File: src/core/psg_pkg.sv
// Package for the power save and module gating block.
// Assumes a single 250 MHz clock domain; instruction cycle equals one clock.
`default_nettype none
package psg_pkg;
  // Status register field positions
  localparam int POS_POR      = 0;
  localparam int POS_BOR      = 1;
  localparam int POS_IDLE     = 2;
  localparam int POS_SLEEP    = 3;
  localparam int POS_WATCHDOG_TIMEOUT_FLAG     = 4;
  localparam int POS_SWDTEN   = 5;
  localparam int POS_TRIP_LO  = 8;
  localparam int POS_TRIP_HI  = 11;
  localparam int POS_DET_EN   = 12;
  localparam int POS_SETTLED  = 13;
  localparam logic [15:0] STATUS_WR_MASK = 16'h1F3F;

  // Configuration word addresses
  localparam logic [23:0] ADDR_CFG_OSC  = 24'hF80000;
  localparam logic [23:0] ADDR_CFG_WDT  = 24'hF80002;
  localparam logic [23:0] ADDR_CFG_BOR  = 24'hF80004;
  localparam logic [23:0] ADDR_CFG_BOOT = 24'hF80006;
  localparam logic [23:0] ADDR_CFG_SEC  = 24'hF80008;
  localparam logic [23:0] ADDR_CFG_GEN  = 24'hF8000A;
  localparam int CFG_WORDS = 6;
  localparam int CFG_USED_BITS = 16;

  // Oscillator selector codes for the current oscillator field
  localparam logic [2:0] OSC_EXT_CLOCK = 3'h0;
  localparam logic [2:0] OSC_FAST_RC   = 3'h1;
  localparam logic [2:0] OSC_SLOW_RC   = 3'h2;
  localparam logic [2:0] OSC_EXT_RC    = 3'h3;
  localparam logic [2:0] OSC_CRYSTAL   = 3'h4;
  localparam logic [2:0] OSC_LP_XTAL   = 3'h5;
  localparam logic [2:0] OSC_PLL       = 3'h6;

  // Timing
  localparam int CLK_MHZ = 250;
  localparam int POWERON_DELAY_US = 10;
  localparam int POWERON_DELAY_CYC = POWERON_DELAY_US * CLK_MHZ;
  localparam int SETTLE_DELAY_US = 20;
  localparam int SETTLE_DELAY_CYC = SETTLE_DELAY_US * CLK_MHZ;
  localparam int PERIPH_GATE_LAT = 1;

  typedef enum logic { PSG_MODE_SLEEP, PSG_MODE_IDLE } psg_mode_e;

  typedef struct packed {
    logic irq;
    logic reset;
    logic wdt;
  } psg_wake_s;

  typedef struct packed {
    logic        we;
    logic        re;
    logic [15:0] wdata;
  } psg_reg_req_s;
endpackage
`default_nettype wire

File: src/core/psg_top.sv
// Power save, wake-up sequencing, status register and peripheral gating.
// Assumes synchronous CPU strobes on clk and asynchronous pins/analog flags.
`timescale 1ns/10ps
`default_nettype none
module psg_top #(
  parameter int          NUM_PERIPH      = 32,
  parameter int          POWERON_CYC     = psg_pkg::POWERON_DELAY_CYC,
  parameter int          SETTLE_CYC      = psg_pkg::SETTLE_DELAY_CYC,
  parameter logic [23:0] CFG_OSC_VAL     = 24'h00C100,
  parameter logic [23:0] CFG_WDT_VAL     = 24'h00803F,
  parameter logic [23:0] CFG_BOR_VAL     = 24'h0087B3,
  parameter logic [23:0] CFG_BOOT_VAL    = 24'h00310F,
  parameter logic [23:0] CFG_SEC_VAL     = 24'h00330F,
  parameter logic [23:0] CFG_GEN_VAL     = 24'h000007,
  parameter logic [NUM_PERIPH-1:0] PRESENT = '1
) (
  input  wire logic                  clk,
  input  wire logic                  rst_b,
  input  wire logic                  por_event,
  input  wire logic                  bor_event,
  input  wire logic                  ext_reset_event,
  input  wire logic                  pwrsave_retire,
  input  wire logic                  pwrsave_operand,
  input  wire logic                  irq_wake_req,
  input  wire logic                  wdt_timeout,
  input  wire logic                  wdt_enabled,
  input  wire logic                  clock_switch_en,
  input  wire logic [2:0]            current_oscillator_select,
  input  wire logic                  clock_fail_monitor_en,
  input  wire logic                  brownout_en,
  input  wire logic                  ost_done,
  input  wire logic                  pll_lock,
  input  wire logic                  osc_running,
  input  wire logic                  reference_ready,
  input  wire logic                  status_we,
  input  wire logic [15:0]           status_wdata,
  input  wire logic                  cfg_re,
  input  wire logic [23:0]           cfg_addr,
  input  wire logic [NUM_PERIPH-1:0] peripheral_clock_gate,
  output var  logic [15:0]           status_r,
  output var  logic [23:0]           cfg_rdata_r,
  output var  logic                  cpu_clk_en_r,
  output var  logic                  periph_clk_en_r,
  output var  logic                  osc_en_r,
  output var  logic                  slow_rc_en_r,
  output var  logic                  monitor_active_r,
  output var  logic                  brownout_active_r,
  output var  logic                  supply_detect_run_r,
  output var  logic [3:0]            supply_trip_level_r,
  output var  logic                  irq_vector_r,
  output var  logic                  clock_fail_trap_r,
  output var  logic                  fast_rc_force_r,
  output var  logic [2:0]            wake_osc_r,
  output var  logic [NUM_PERIPH-1:0] periph_run_r
);
  typedef enum logic [2:0] {
    PSG_RUN, PSG_SLEEP, PSG_IDLE, PSG_WAKE_DLY, PSG_WAKE_CLK, PSG_STALL
  } psg_state_e;

  localparam int CW = $clog2(SETTLE_CYC + POWERON_CYC + 2);

  // Two-flop synchronisers for asynchronous inputs
  logic [6:0] sync1_r;
  logic [6:0] sync2_r;
  always_ff @(posedge clk or negedge rst_b) begin
    if (!rst_b) begin
      sync1_r <= 7'h00;
      sync2_r <= 7'h00;
    end else begin
      sync1_r <= {por_event, bor_event, ext_reset_event, ost_done, pll_lock,
                  osc_running, reference_ready};
      sync2_r <= sync1_r;
    end
  end
  logic por_s, bor_s, ext_s, ost_s, lock_s, run_s, ref_s;
  assign {por_s, bor_s, ext_s, ost_s, lock_s, run_s, ref_s} = sync2_r;

  psg_pkg::psg_wake_s wake;
  assign wake.irq   = irq_wake_req;
  assign wake.reset = por_s | bor_s | ext_s;
  assign wake.wdt   = wdt_timeout & wdt_enabled;

  psg_state_e state_r;
  psg_pkg::psg_mode_e left_mode_r;
  logic [CW-1:0] dly_r;
  logic          lp_kept_r;
  logic          pll_mode;
  logic          xtal_mode;
  logic          fast_osc;
  assign pll_mode  = wake_osc_r == psg_pkg::OSC_PLL;
  assign xtal_mode = wake_osc_r == psg_pkg::OSC_CRYSTAL || pll_mode;
  assign fast_osc  = !xtal_mode && !(wake_osc_r == psg_pkg::OSC_LP_XTAL && !lp_kept_r);

  // Wake clock selection
  always_ff @(posedge clk or negedge rst_b) begin
    if (!rst_b) begin
      wake_osc_r <= psg_pkg::OSC_FAST_RC;
    end else if (por_s || bor_s) begin
      wake_osc_r <= CFG_OSC_VAL[10:8];
    end else if (pwrsave_retire && clock_switch_en) begin
      wake_osc_r <= current_oscillator_select;
    end
  end

  // Power state sequencer
  always_ff @(posedge clk or negedge rst_b) begin
    if (!rst_b) begin
      state_r <= PSG_RUN;
      left_mode_r <= psg_pkg::PSG_MODE_SLEEP;
      dly_r <= '0;
      lp_kept_r <= 1'b0;
    end else begin
      unique case (state_r)
        PSG_RUN: begin
          if (pwrsave_retire) begin
            if (pwrsave_operand) begin
              state_r <= PSG_IDLE;
              left_mode_r <= psg_pkg::PSG_MODE_IDLE;
            end else begin
              state_r <= PSG_SLEEP;
              left_mode_r <= psg_pkg::PSG_MODE_SLEEP;
              lp_kept_r <= psg_pkg::OSC_LP_XTAL ==
                           (clock_switch_en ? current_oscillator_select : wake_osc_r);
            end
          end
        end
        PSG_SLEEP: begin
          if (wake.irq || wake.reset || wake.wdt) begin
            state_r <= PSG_WAKE_DLY;
            dly_r <= fast_osc ? CW'(POWERON_CYC)
                              : CW'(POWERON_CYC + SETTLE_CYC);
          end
        end
        PSG_IDLE: begin
          if (wake.irq || wake.reset || wake.wdt) begin
            state_r <= PSG_RUN;
          end
        end
        PSG_WAKE_DLY: begin
          if (dly_r <= CW'(1)) begin
            state_r <= fast_osc ? PSG_RUN : PSG_WAKE_CLK;
          end
          dly_r <= dly_r - CW'(1);
        end
        PSG_WAKE_CLK: begin
          if (run_s && (pll_mode ? lock_s : ost_s)) begin
            state_r <= PSG_RUN;
          end else if (clock_fail_monitor_en) begin
            state_r <= PSG_RUN;
          end else begin
            state_r <= PSG_STALL;
          end
        end
        PSG_STALL: begin
          if (run_s && (pll_mode ? lock_s : ost_s)) begin
            state_r <= PSG_RUN;
          end
        end
        default: state_r <= PSG_RUN;
      endcase
    end
  end

  // Clock enables, changed only on clock edges so gated clocks see whole pulses
  always_ff @(posedge clk or negedge rst_b) begin
    if (!rst_b) begin
      cpu_clk_en_r <= 1'b1;
      periph_clk_en_r <= 1'b1;
      osc_en_r <= 1'b1;
      slow_rc_en_r <= 1'b0;
      monitor_active_r <= 1'b0;
      brownout_active_r <= 1'b0;
    end else begin
      cpu_clk_en_r <= state_r == PSG_RUN && !pwrsave_retire;
      periph_clk_en_r <= !(state_r inside {PSG_SLEEP, PSG_WAKE_DLY, PSG_WAKE_CLK,
                           PSG_STALL}) && !(pwrsave_retire && !pwrsave_operand);
      osc_en_r <= state_r != PSG_SLEEP || lp_kept_r;
      slow_rc_en_r <= wdt_enabled || (clock_fail_monitor_en && state_r != PSG_SLEEP);
      monitor_active_r <= clock_fail_monitor_en && state_r != PSG_SLEEP;
      brownout_active_r <= brownout_en;
    end
  end

  // Trap and handler branch pulses; fast RC force held from a trap until the next pwrsave_retire
  always_ff @(posedge clk or negedge rst_b) begin
    if (!rst_b) begin
      clock_fail_trap_r <= 1'b0;
      fast_rc_force_r <= 1'b0;
      irq_vector_r <= 1'b0;
    end else begin
      clock_fail_trap_r <= state_r == PSG_WAKE_CLK && clock_fail_monitor_en &&
                           !(run_s && (pll_mode ? lock_s : ost_s));
      if (clock_fail_trap_r) begin
        fast_rc_force_r <= 1'b1;
      end else if (pwrsave_retire) begin
        fast_rc_force_r <= 1'b0;
      end
      irq_vector_r <= wake.irq && (state_r == PSG_IDLE || state_r == PSG_SLEEP);
    end
  end

  // Status register
  logic in_sleep, in_idle, settle_done_r;
  logic [CW-1:0] settle_cnt_r;
  assign in_sleep = state_r == PSG_SLEEP;
  assign in_idle  = state_r == PSG_IDLE;
  always_ff @(posedge clk or negedge rst_b) begin
    if (!rst_b) begin
      status_r <= 16'h0003;
    end else begin
      if (status_we) begin
        status_r <= (status_wdata & psg_pkg::STATUS_WR_MASK) |
                    (status_r & ~psg_pkg::STATUS_WR_MASK);
      end
      status_r[psg_pkg::POS_SETTLED] <= status_r[psg_pkg::POS_DET_EN] && settle_done_r;
      if (por_s) begin
        status_r[psg_pkg::POS_POR]   <= 1'b1;
        status_r[psg_pkg::POS_BOR]   <= 1'b1;
        status_r[psg_pkg::POS_SLEEP] <= 1'b0;
        status_r[psg_pkg::POS_IDLE]  <= 1'b0;
      end else begin
        if (bor_s) begin
          status_r[psg_pkg::POS_BOR] <= 1'b1;
        end
        if ((bor_s || ext_s || wake.irq || wake.wdt) && in_sleep) begin
          status_r[psg_pkg::POS_SLEEP] <= 1'b1;
        end
        if ((bor_s || ext_s || wake.irq || wake.wdt) && in_idle) begin
          status_r[psg_pkg::POS_IDLE] <= 1'b1;
        end
        if (wake.wdt && (in_sleep || in_idle)) begin
          status_r[psg_pkg::POS_WATCHDOG_TIMEOUT_FLAG] <= 1'b1;
        end
      end
    end
  end

  // Reference settle timer restarts whenever the detector is turned off
  always_ff @(posedge clk or negedge rst_b) begin
    if (!rst_b) begin
      settle_cnt_r <= '0;
      settle_done_r <= 1'b0;
    end else if (!status_r[psg_pkg::POS_DET_EN]) begin
      settle_cnt_r <= '0;
      settle_done_r <= 1'b0;
    end else if (settle_cnt_r >= CW'(SETTLE_CYC - 1)) begin
      settle_done_r <= ref_s;
    end else begin
      settle_cnt_r <= settle_cnt_r + CW'(1);
    end
  end

  always_ff @(posedge clk or negedge rst_b) begin
    if (!rst_b) begin
      supply_detect_run_r <= 1'b0;
      supply_trip_level_r <= 4'h0;
    end else begin
      supply_detect_run_r <= status_r[psg_pkg::POS_DET_EN];
      supply_trip_level_r <= status_r[psg_pkg::POS_TRIP_HI:psg_pkg::POS_TRIP_LO];
    end
  end

  // Configuration words: read only, upper byte zero
  logic [23:0] cfg_word;
  always_comb begin
    unique case (cfg_addr)
      psg_pkg::ADDR_CFG_OSC:  cfg_word = CFG_OSC_VAL;
      psg_pkg::ADDR_CFG_WDT:  cfg_word = CFG_WDT_VAL;
      psg_pkg::ADDR_CFG_BOR:  cfg_word = CFG_BOR_VAL;
      psg_pkg::ADDR_CFG_BOOT: cfg_word = CFG_BOOT_VAL;
      psg_pkg::ADDR_CFG_SEC:  cfg_word = CFG_SEC_VAL;
      psg_pkg::ADDR_CFG_GEN:  cfg_word = CFG_GEN_VAL;
      default:                cfg_word = 24'h000000;
    endcase
  end
  always_ff @(posedge clk or negedge rst_b) begin
    if (!rst_b) begin
      cfg_rdata_r <= 24'h000000;
    end else if (cfg_re) begin
      cfg_rdata_r <= {8'h00, cfg_word[psg_pkg::CFG_USED_BITS-1:0]};
    end
  end

  // Per-peripheral gates; run_r low means clocks stopped and registers frozen
  for (genvar i = 0; i < NUM_PERIPH; i++) begin : g_gate
    psg_gate_bit u_gate (
      .clk         (clk),
      .rst_b       (rst_b),
      .disable_bit (peripheral_clock_gate[i]),
      .present     (PRESENT[i]),
      .run_r       (periph_run_r[i])
    );
  end

  // Assertions
  sleep_entry_a: assert property (@(posedge clk) disable iff (!rst_b)
    state_r == PSG_RUN && pwrsave_retire && !pwrsave_operand |=> state_r == PSG_SLEEP)
    else $error("sleep not entered");
  idle_entry_a: assert property (@(posedge clk) disable iff (!rst_b)
    state_r == PSG_RUN && pwrsave_retire && pwrsave_operand |=> state_r == PSG_IDLE)
    else $error("idle not entered");
  sleep_clocks_a: assert property (@(posedge clk) disable iff (!rst_b)
    state_r == PSG_SLEEP |=> !cpu_clk_en_r && !periph_clk_en_r) else $error("clock in sleep");
  idle_periph_a: assert property (@(posedge clk) disable iff (!rst_b)
    state_r == PSG_IDLE |=> !cpu_clk_en_r && periph_clk_en_r && osc_en_r)
    else $error("idle gating wrong");
  idle_wake_a: assert property (@(posedge clk) disable iff (!rst_b)
    state_r == PSG_IDLE && wake.irq |=> state_r == PSG_RUN ##1 cpu_clk_en_r)
    else $error("idle wake slow");
  sleep_wake_a: assert property (@(posedge clk) disable iff (!rst_b)
    state_r == PSG_SLEEP && (wake.irq || wake.wdt) |=> state_r == PSG_WAKE_DLY)
    else $error("sleep wake missed");
  watchdog_timeout_flag_flag_a: assert property (@(posedge clk) disable iff (!rst_b)
    state_r == PSG_SLEEP && wake.wdt && !por_s |=> status_r[psg_pkg::POS_WATCHDOG_TIMEOUT_FLAG]
      && status_r[psg_pkg::POS_SLEEP]) else $error("wdt flags not set");
  por_clear_a: assert property (@(posedge clk) disable iff (!rst_b)
    por_s |=> !status_r[psg_pkg::POS_SLEEP] && !status_r[psg_pkg::POS_IDLE])
    else $error("por did not clear");
  gate_lat_a: assert property (@(posedge clk) disable iff (!rst_b)
    peripheral_clock_gate[0] |=> !periph_run_r[0]) else $error("gate late");
  trap_a: assert property (@(posedge clk) disable iff (!rst_b)
    state_r == PSG_WAKE_CLK && clock_fail_monitor_en && !run_s |=> clock_fail_trap_r
      ##1 fast_rc_force_r) else $error("trap missing");
  detect_a: assert property (@(posedge clk) disable iff (!rst_b)
    supply_detect_run_r == $past(status_r[psg_pkg::POS_DET_EN])) else $error("detect off");
  cfg_hi_a: assert property (@(posedge clk) disable iff (!rst_b)
    cfg_re && cfg_addr == psg_pkg::ADDR_CFG_OSC |=> cfg_rdata_r == {8'h00, CFG_OSC_VAL[15:0]})
    else $error("config word wrong");
  c_sleep_c: cover property (@(posedge clk) disable iff (!rst_b)
    state_r == PSG_SLEEP ##1 state_r == PSG_WAKE_DLY);
  c_idle_c: cover property (@(posedge clk) disable iff (!rst_b)
    state_r == PSG_IDLE ##1 state_r == PSG_RUN);
  c_stall_c: cover property (@(posedge clk) disable iff (!rst_b) state_r == PSG_STALL);
endmodule
`default_nettype wire

File: src/core/psg_gate_bit.sv
// One peripheral clock gate with one instruction cycle of latency.
// Assumes clk is the instruction clock and the disable bit is synchronous.
`timescale 1ns/10ps
`default_nettype none
module psg_gate_bit (
  input  wire logic clk,
  input  wire logic rst_b,
  input  wire logic disable_bit,
  input  wire logic present,
  output var  logic run_r
);
  always_ff @(posedge clk or negedge rst_b) begin
    if (!rst_b) begin
      run_r <= 1'b0;
    end else begin
      run_r <= present & ~disable_bit;
    end
  end
endmodule
`default_nettype wire

File: config.mk
export PLATFORM = sky130hd
export DESIGN_NAME = psg_top
export DESIGN_NICKNAME = d
export VERILOG_FILES = /design/src/core/psg_pkg.sv /design/src/core/psg_top.sv /design/src/core/psg_gate_bit.sv
export SDC_FILE = /design/constraint.sdc
export NUM_CORES = 1
export LEC_CHECK = 0
export ABC_AREA = 1
export BUFFER_PORTS_ARGS = -buffer_cell sky130_fd_sc_hd__clkbuf_2
export CAP_MARGIN = 40
export CORE_ASPECT_RATIO = 1.75
export CORE_UTILIZATION = 54
export DETAILED_ROUTE_END_ITERATION = 8
export PLACE_DENSITY = 0.85
export SYNTH_ARGS = -nofsm -noshare
export SYNTH_HDL_FRONTEND = slang
export SYNTH_SLANG_ARGS = --single-unit
File: constraint.sdc
create_clock -name clk -period 2.89 [get_ports clk]
set_clock_uncertainty 0.15 [all_clocks]
set_input_delay 0.289 -clock clk [delete_from_list [all_inputs] [get_ports clk]]
set_output_delay 0.289 -clock clk [all_outputs]
set_load 0.01 [all_outputs]
# Word-level counts from Yosys, hierarchy flattened
# Index checks and enable logic that the tools add are counted.
dict set report totals {
  inputBits 94
  reg_bits 126
  out_inout_bits 89
}
dict set report op_classes {
  n_mux 32
  addsub 2
  eq_ne 23
  reduce_logical 45
  n_bitwise 37
  n_lt_le_gt_ge 2
}
# op count
set ops {}
lappend ops {{24-bit equality test (second input constant)} 6}
lappend ops {{16-bit case mux with 6 select lines} 1}
lappend ops {{13-bit 2-to-1 mux} 4}
lappend ops {{3-bit 2-to-1 mux} 12}
lappend ops {{1-bit inverter} 33}
lappend ops {{13-bit case mux with 2 select lines} 1}
lappend ops {{3-bit case mux with 6 select lines} 1}
lappend ops {{13-bit by 16-bit OR with 16-bit output} 1}
lappend ops {{3-bit equality test (second input constant)} 5}
lappend ops {{1-bit logical AND} 15}
lappend ops {{13-bit by 1-bit adder with 13-bit output (second input constant)} 1}
lappend ops {{13-bit greater-or-equal comparator (second input constant)} 1}
lappend ops {{13-bit by 1-bit <= comparator with 1-bit output (second input constant)} 1}
lappend ops {{13-bit by 1-bit subtractor with 13-bit output (second input constant)} 1}
lappend ops {{1-bit 2-to-1 mux} 11}
lappend ops {{1-bit logical OR} 10}
lappend ops {{3-bit nonzero test} 3}
lappend ops {{1-bit logical NOT} 8}
lappend ops {{2-bit != test (second input constant)} 4}
lappend ops {{2-bit nonzero test} 4}
lappend ops {{3-bit by 2-bit equality test with 1-bit output (second input constant)} 2}
lappend ops {{2-bit by 1-bit != test with 1-bit output (second input constant)} 3}
lappend ops {{5-bit 2-to-1 mux} 1}
lappend ops {{5-bit AND reduction} 1}
lappend ops {{10 further kinds} 11}

# Logic depth before layout (Yosys ltp)
dict set report depth {
  ltp_word 7
  mapped_depth 9
  ltp_nobuf 9
}

# By module
# Synthesis repeated with hierarchy kept, for this count alone.
dict set report unflattened {
  cells_unflattened 626
  area_unflattened_um2 5325.1
}
# module area_per_inst_um2 cells_per_inst instances
set by_module_without_submodules {}
lappend by_module_without_submodules {psg_top 4204.0 530 1}
lappend by_module_without_submodules {psg_gate_bit 35.0 3 32}

# Least setup slack after synthesis
# No wires, ideal clock.
dict set report synth_timing {
  path_type {register -> register}
  start {reg settle_cnt_r[0]}
  end {reg settle_cnt_r[6]}
  synth_period_minus_slack_ns 1.526
  t_arrival_ns 1.258
  n_path_buf 1
  setup_slack_ns 1.364
  setup_time_ns 0.118
  stages_incl_launch_ff 9
  path_cell_list {dfrtp_1 > ha_1 > nand2_1 > inv_1 > nand4_1 > nand3b_4 > buf_6 > nand3_1 > nand2_1}
}
dict set report synth_between {
  elab_chain_cells 3
}
# element line_no
set synth_rtl {}
lappend synth_rtl {{from (decl)} psg_top.sv:204} ;# logic [CW-1:0] settle_cnt_r;
lappend synth_rtl {{from (signal assigned)} psg_top.sv:249} ;# settle_cnt_r <= settle_cnt_r + CW'(1);
lappend synth_rtl {{13-bit by 1-bit adder with 13-bit output} psg_top.sv:249}
lappend synth_rtl {{13-bit 2-to-1 mux} psg_top.sv:246} ;# end else if (settle_cnt_r >= CW'(SETTLE_CYC - 1)) begin
lappend synth_rtl {{13-bit 2-to-1 mux} psg_top.sv:243} ;# end else if (!status_r[psg_pkg::POS_DET_EN]) begin
# Parallel ways exist; a longest one is shown, timed or not. The select of a mux whose other input is x is not followed.
# A chain may end at the register's enable or synchronous reset.

# Final worst setup path
dict set report layout_timing {
  start {reg settle_cnt_r[0]}
  end {reg settle_cnt_r[3]}
}
# The elaborated chain is that of the path after synthesis.

==> key figures <==
Clocking
  • H-tree depth: 4
  • Root Buffer: clkbuf_16
  • Clock-pin slew on the worst setup and hold paths: 50 ps
  • Clk sinks: 116
  • Clk_lat worst skew: 400 ps
  • CTS Buf Count: 17
  • Max Root-Sink Buffers: 2
  • CTS tree: done
  • Post-CTS sizing: 0

Synthesis
  • Synth top area cells: dfrtp_1 (51%), nand2_1 (12%), buf_4 (7.0%), inv_1 (5.9%), nor2_1 (5.0%)
  • Ys flop type: dfrtp_1
  • Area share of the largest cell type after synthesis: 51.3%
  • Most frequent cell after synthesis: nand2_1
  • Register bit total from synthesis: 116
  • Synth top cells by count: nand2_1 (168), dfrtp_1 (110), inv_1 (85), nor2_1 (71), buf_4 (50)
  • Mapped cell area: 0.00537 mm^2
  • Cell taking the most area after synthesis: dfrtp_1
  • EDFF count, synth: 0
  • Mean post-synth cell area: 8.49 um^2
  • Sequential-to-total area share from yosys stat: 54.2%
  • Distinct cells, synth: 38
  • Synth Warn #: 0
  • Post-synthesis cell count: 632
  • Synth async-reset ratio: 100%

Worst setup path
  • Startpoint Class: register
  • R2R depth: 8
  • Arrival time worst endpoint: 2100 ps
  • Reg2Reg Setup Slack: 930 ps
  • R2R Path End: settle_cnt_r[3]
  • Worst r2r src: settle_cnt_r[0]
  • WP data required: 3030 ps
  • Critical setup path kind: reg2reg
  • Kind of end point of the critical path: register
  • Critical Path Fanout Max: 14

GRT
  • Number of global-route vias before repair: 5,123
  • GR Util All Layers: 29.2%
  • Overflow after GRT: 0
  • Initial antenna violation count: 0
  • Pin count of the biggest net entering global routing: 76
  • First-pass GRT wire length: 23.1 mm

Worst hold path
  • Hold Crit Class: in2reg
  • Hold EP: status_r[2]
  • Hold wc startpoint: status_wdata[2]
  • Worst Hold Depth: 3

Pwr
  • Clk network pwr share: 39.9%
  • Pleak: 3.90 nW
  • Comb pwr share: 20.3%
  • Switching share of power: 29.7%
  • Seq pwr share: 39.8%
  • Internal: 0.00348 W
  • Switch Pwr: 0.00147 W
  • Max VDD drop: 0.000516 V
  • PD cells: 693 mW/mm^2

Route
  • Post-Route WL: 13.9 mm
  • Met3 routed WL: 756 um
  • Total number of vias: 4,900
  • Via/cell ratio: 5.09
  • DRT iter0 DRCs: 280
  • Post-DR wirelength/cell: 14.4 um
  • WL met2: 7.89 mm
  • Number of remaining DRC errors: 0
  • Drt pass-1 iters: 5
  • Routed Antenna Nets: 0
  • Top routing layer used: met4
  • Wl on met1: 4.64 mm

Timing
  • Final hold violations: 0
  • Unrepaired setup endpoints after global routing: false
  • Setup violations, final: 0
  • Slew Limit Fails: 0
  • Final worst setup slack: 930 ps
  • Crit share post-route: 67.8%
  • Crit path time final: 1960 ps
  • Post-route setup TNS: 0 ps
  • Highest Clock Rate: 510 MHz
  • Worst slew margin: 64.5%
  • Worst-margin pin slew: 533 ps

Floorplanning
  • Row cnt: 47
  • # IOs: 183
  • Die height: 134 um
  • Core Region: 0.00959 mm^2
  • Total die area: 0.0104 mm^2
  • Die span in x: 77.4 um
  • Initial Util: 56.0%

Final layout
  • Fin nets: 927
  • Fin cells: 963
  • Synthesis-to-layout area growth: 33.1%
  • Ant. Diodes: 0
  • Share of layout cells above drive strength 1: 25.8%
  • Final core occ: 74.5%

Outcome
  • Status: complete, no violations

Placed design
  • Port-buffer cells: 163
  • DP HPWL: 8.98 mm
  • Placed cell count: 876
  • DP Worst Slack: 1050 ps
  • Gp weighted congestion: 0.931

Job
  • Max-cap violation count: 0
cells in the final DEF (no fill, tap or decap), types with 2 or more instances in the layout:
cell type / netlist / final
a21oi_1: 12 / 12
buf_4: 50 / 2
clkbuf_16: 0 / 17
clkbuf_2: 0 / 162
clkbuf_8: 0 / 5
clkinv_1: 2 / 2
clkinvlp_4: 0 / 4
conb_1: 1 / 14
dfrtp_1: 110 / 110
dfstp_2: 6 / 6
dlygate4sd3_1: 0 / 57
ha_1: 3 / 3
inv_1: 85 / 85
inv_2: 4 / 4
nand2_1: 168 / 168
nand2_2: 4 / 4
nand3_1: 44 / 44
nand3_2: 2 / 2
nand4_1: 12 / 12
nor2_1: 71 / 71
nor3_1: 6 / 6
o21ai_0: 16 / 16
o21ai_1: 5 / 5
o22ai_1: 2 / 2
or2_2: 2 / 2
xor2_1: 7 / 7
final cells by class:
type / count / area (um^2)
clock inverters: 7 / 73.8
clock buffers: 23 / 498
fillers: 660 / 2440
flip-flops and latches: 116 / 2910
well taps: 122 / 153
multi-input cells: 382 / 1750
repair buffers: 222 / 1420
inverters: 91 / 342
flip-flops by register name (all words and copies together), names as in the netlist:
signal               flops
irq_vector_r             1
clock_fail_trap_r        1
wake_osc_r               3
state_r                  3
status_r                12
lp_kept_r                1
sync2_r                  7
cfg_rdata_r             10
monitor_active_r         1
settle_done_r            1
sync1_r                  7
dly_r                   13
supply_detect_run_r      1
g_gate.u_gate.run_r     32
brownout_active_r        1
fast_rc_force_r          1
periph_clk_en_r          1
cpu_clk_en_r             1
supply_trip_level_r      4
osc_en_r                 1
settle_cnt_r            13
slow_rc_en_r             1
worst max-delay path: stages (launching register included):
cell,delay (ps)
dfrtp_1,430
ha_1,300
nand2_1,110
inv_1,110
nand4_1,170
nand3b_4,220
nand2_2,170
nand2_1,110
nand2_1,50
stage by stage:
stage	hold slack (ps)	total power, W	instance area (um^2)
2_1_floorplan	-157	0.00262	5420
3_3_place_gp	144	0.00285	6000
3_5_place_dp	158	0.00290	6000
4_1_cts	10.7	0.00495	7140
5_1_grt	39.2	0.00520	7140
6_report	40.3	0.00495	7140
how the worst max path moves through the flow:
stage	from	endpoint	slack, ps
final	settle_cnt_r[0]	settle_cnt_r[3]	930
after global routing	settle_cnt_r[0]	settle_cnt_r[3]	750
after CTS	settle_cnt_r[0]	settle_cnt_r[11]	970
after detailed placement	settle_cnt_r[0]	settle_cnt_r[7]	1050
after global placement	settle_cnt_r[0]	settle_cnt_r[8]	1110
after floorplan	settle_cnt_r[0]	settle_cnt_r[6]	1360
power by group through the flow:
stage,logic [W],registers [W],clock network [W]
6_report,0.00100,0.00197,0.00197
5_1_grt,0.00114,0.00199,0.00208
4_1_cts,0.000993,0.00196,0.00199
3_5_place_dp,0.000916,0.00199,0
3_3_place_gp,0.000875,0.00198,0
2_1_floorplan,0.000641,0.00198,0
kinds of logic (layout without fill, tap and decap cells):
logic type / after synthesis / in the layout / synth area share, %
flip-flops: 116 / 116 / 54.2
buffers and inverters: 147 / 343 / 14.1
AO/OA/AOI/OAI: 40 / 40 / 4.01
multiplexers: 1 / 1 / 0.186
adder cells (fa/ha/maj): 3 / 3 / 0.699
AND/OR/NAND/NOR: 316 / 316 / 25.4
XOR/XNOR: 8 / 8 / 1.31
other: 1 / 14 / 0.0699
timing repair:
| item | 4_1_cts | 5_1_grt |
|---|---|---|
| hold buffers | 57 | 0 |
| endpoints found under the setup margin | 0 | 0 |
| buffers inserted | 0 | 0 |
| endpoints found under the hold margin | 96 | 0 |
metal layers:
layer	global-route usage, %	vias to the layer above
met5	0	-
met4	16.2	0
met3	6.46	51
met2	55.0	245
met1	28.7	2318
li1	-	2286
No activity file was read; power rests on OpenSTA's default activity.
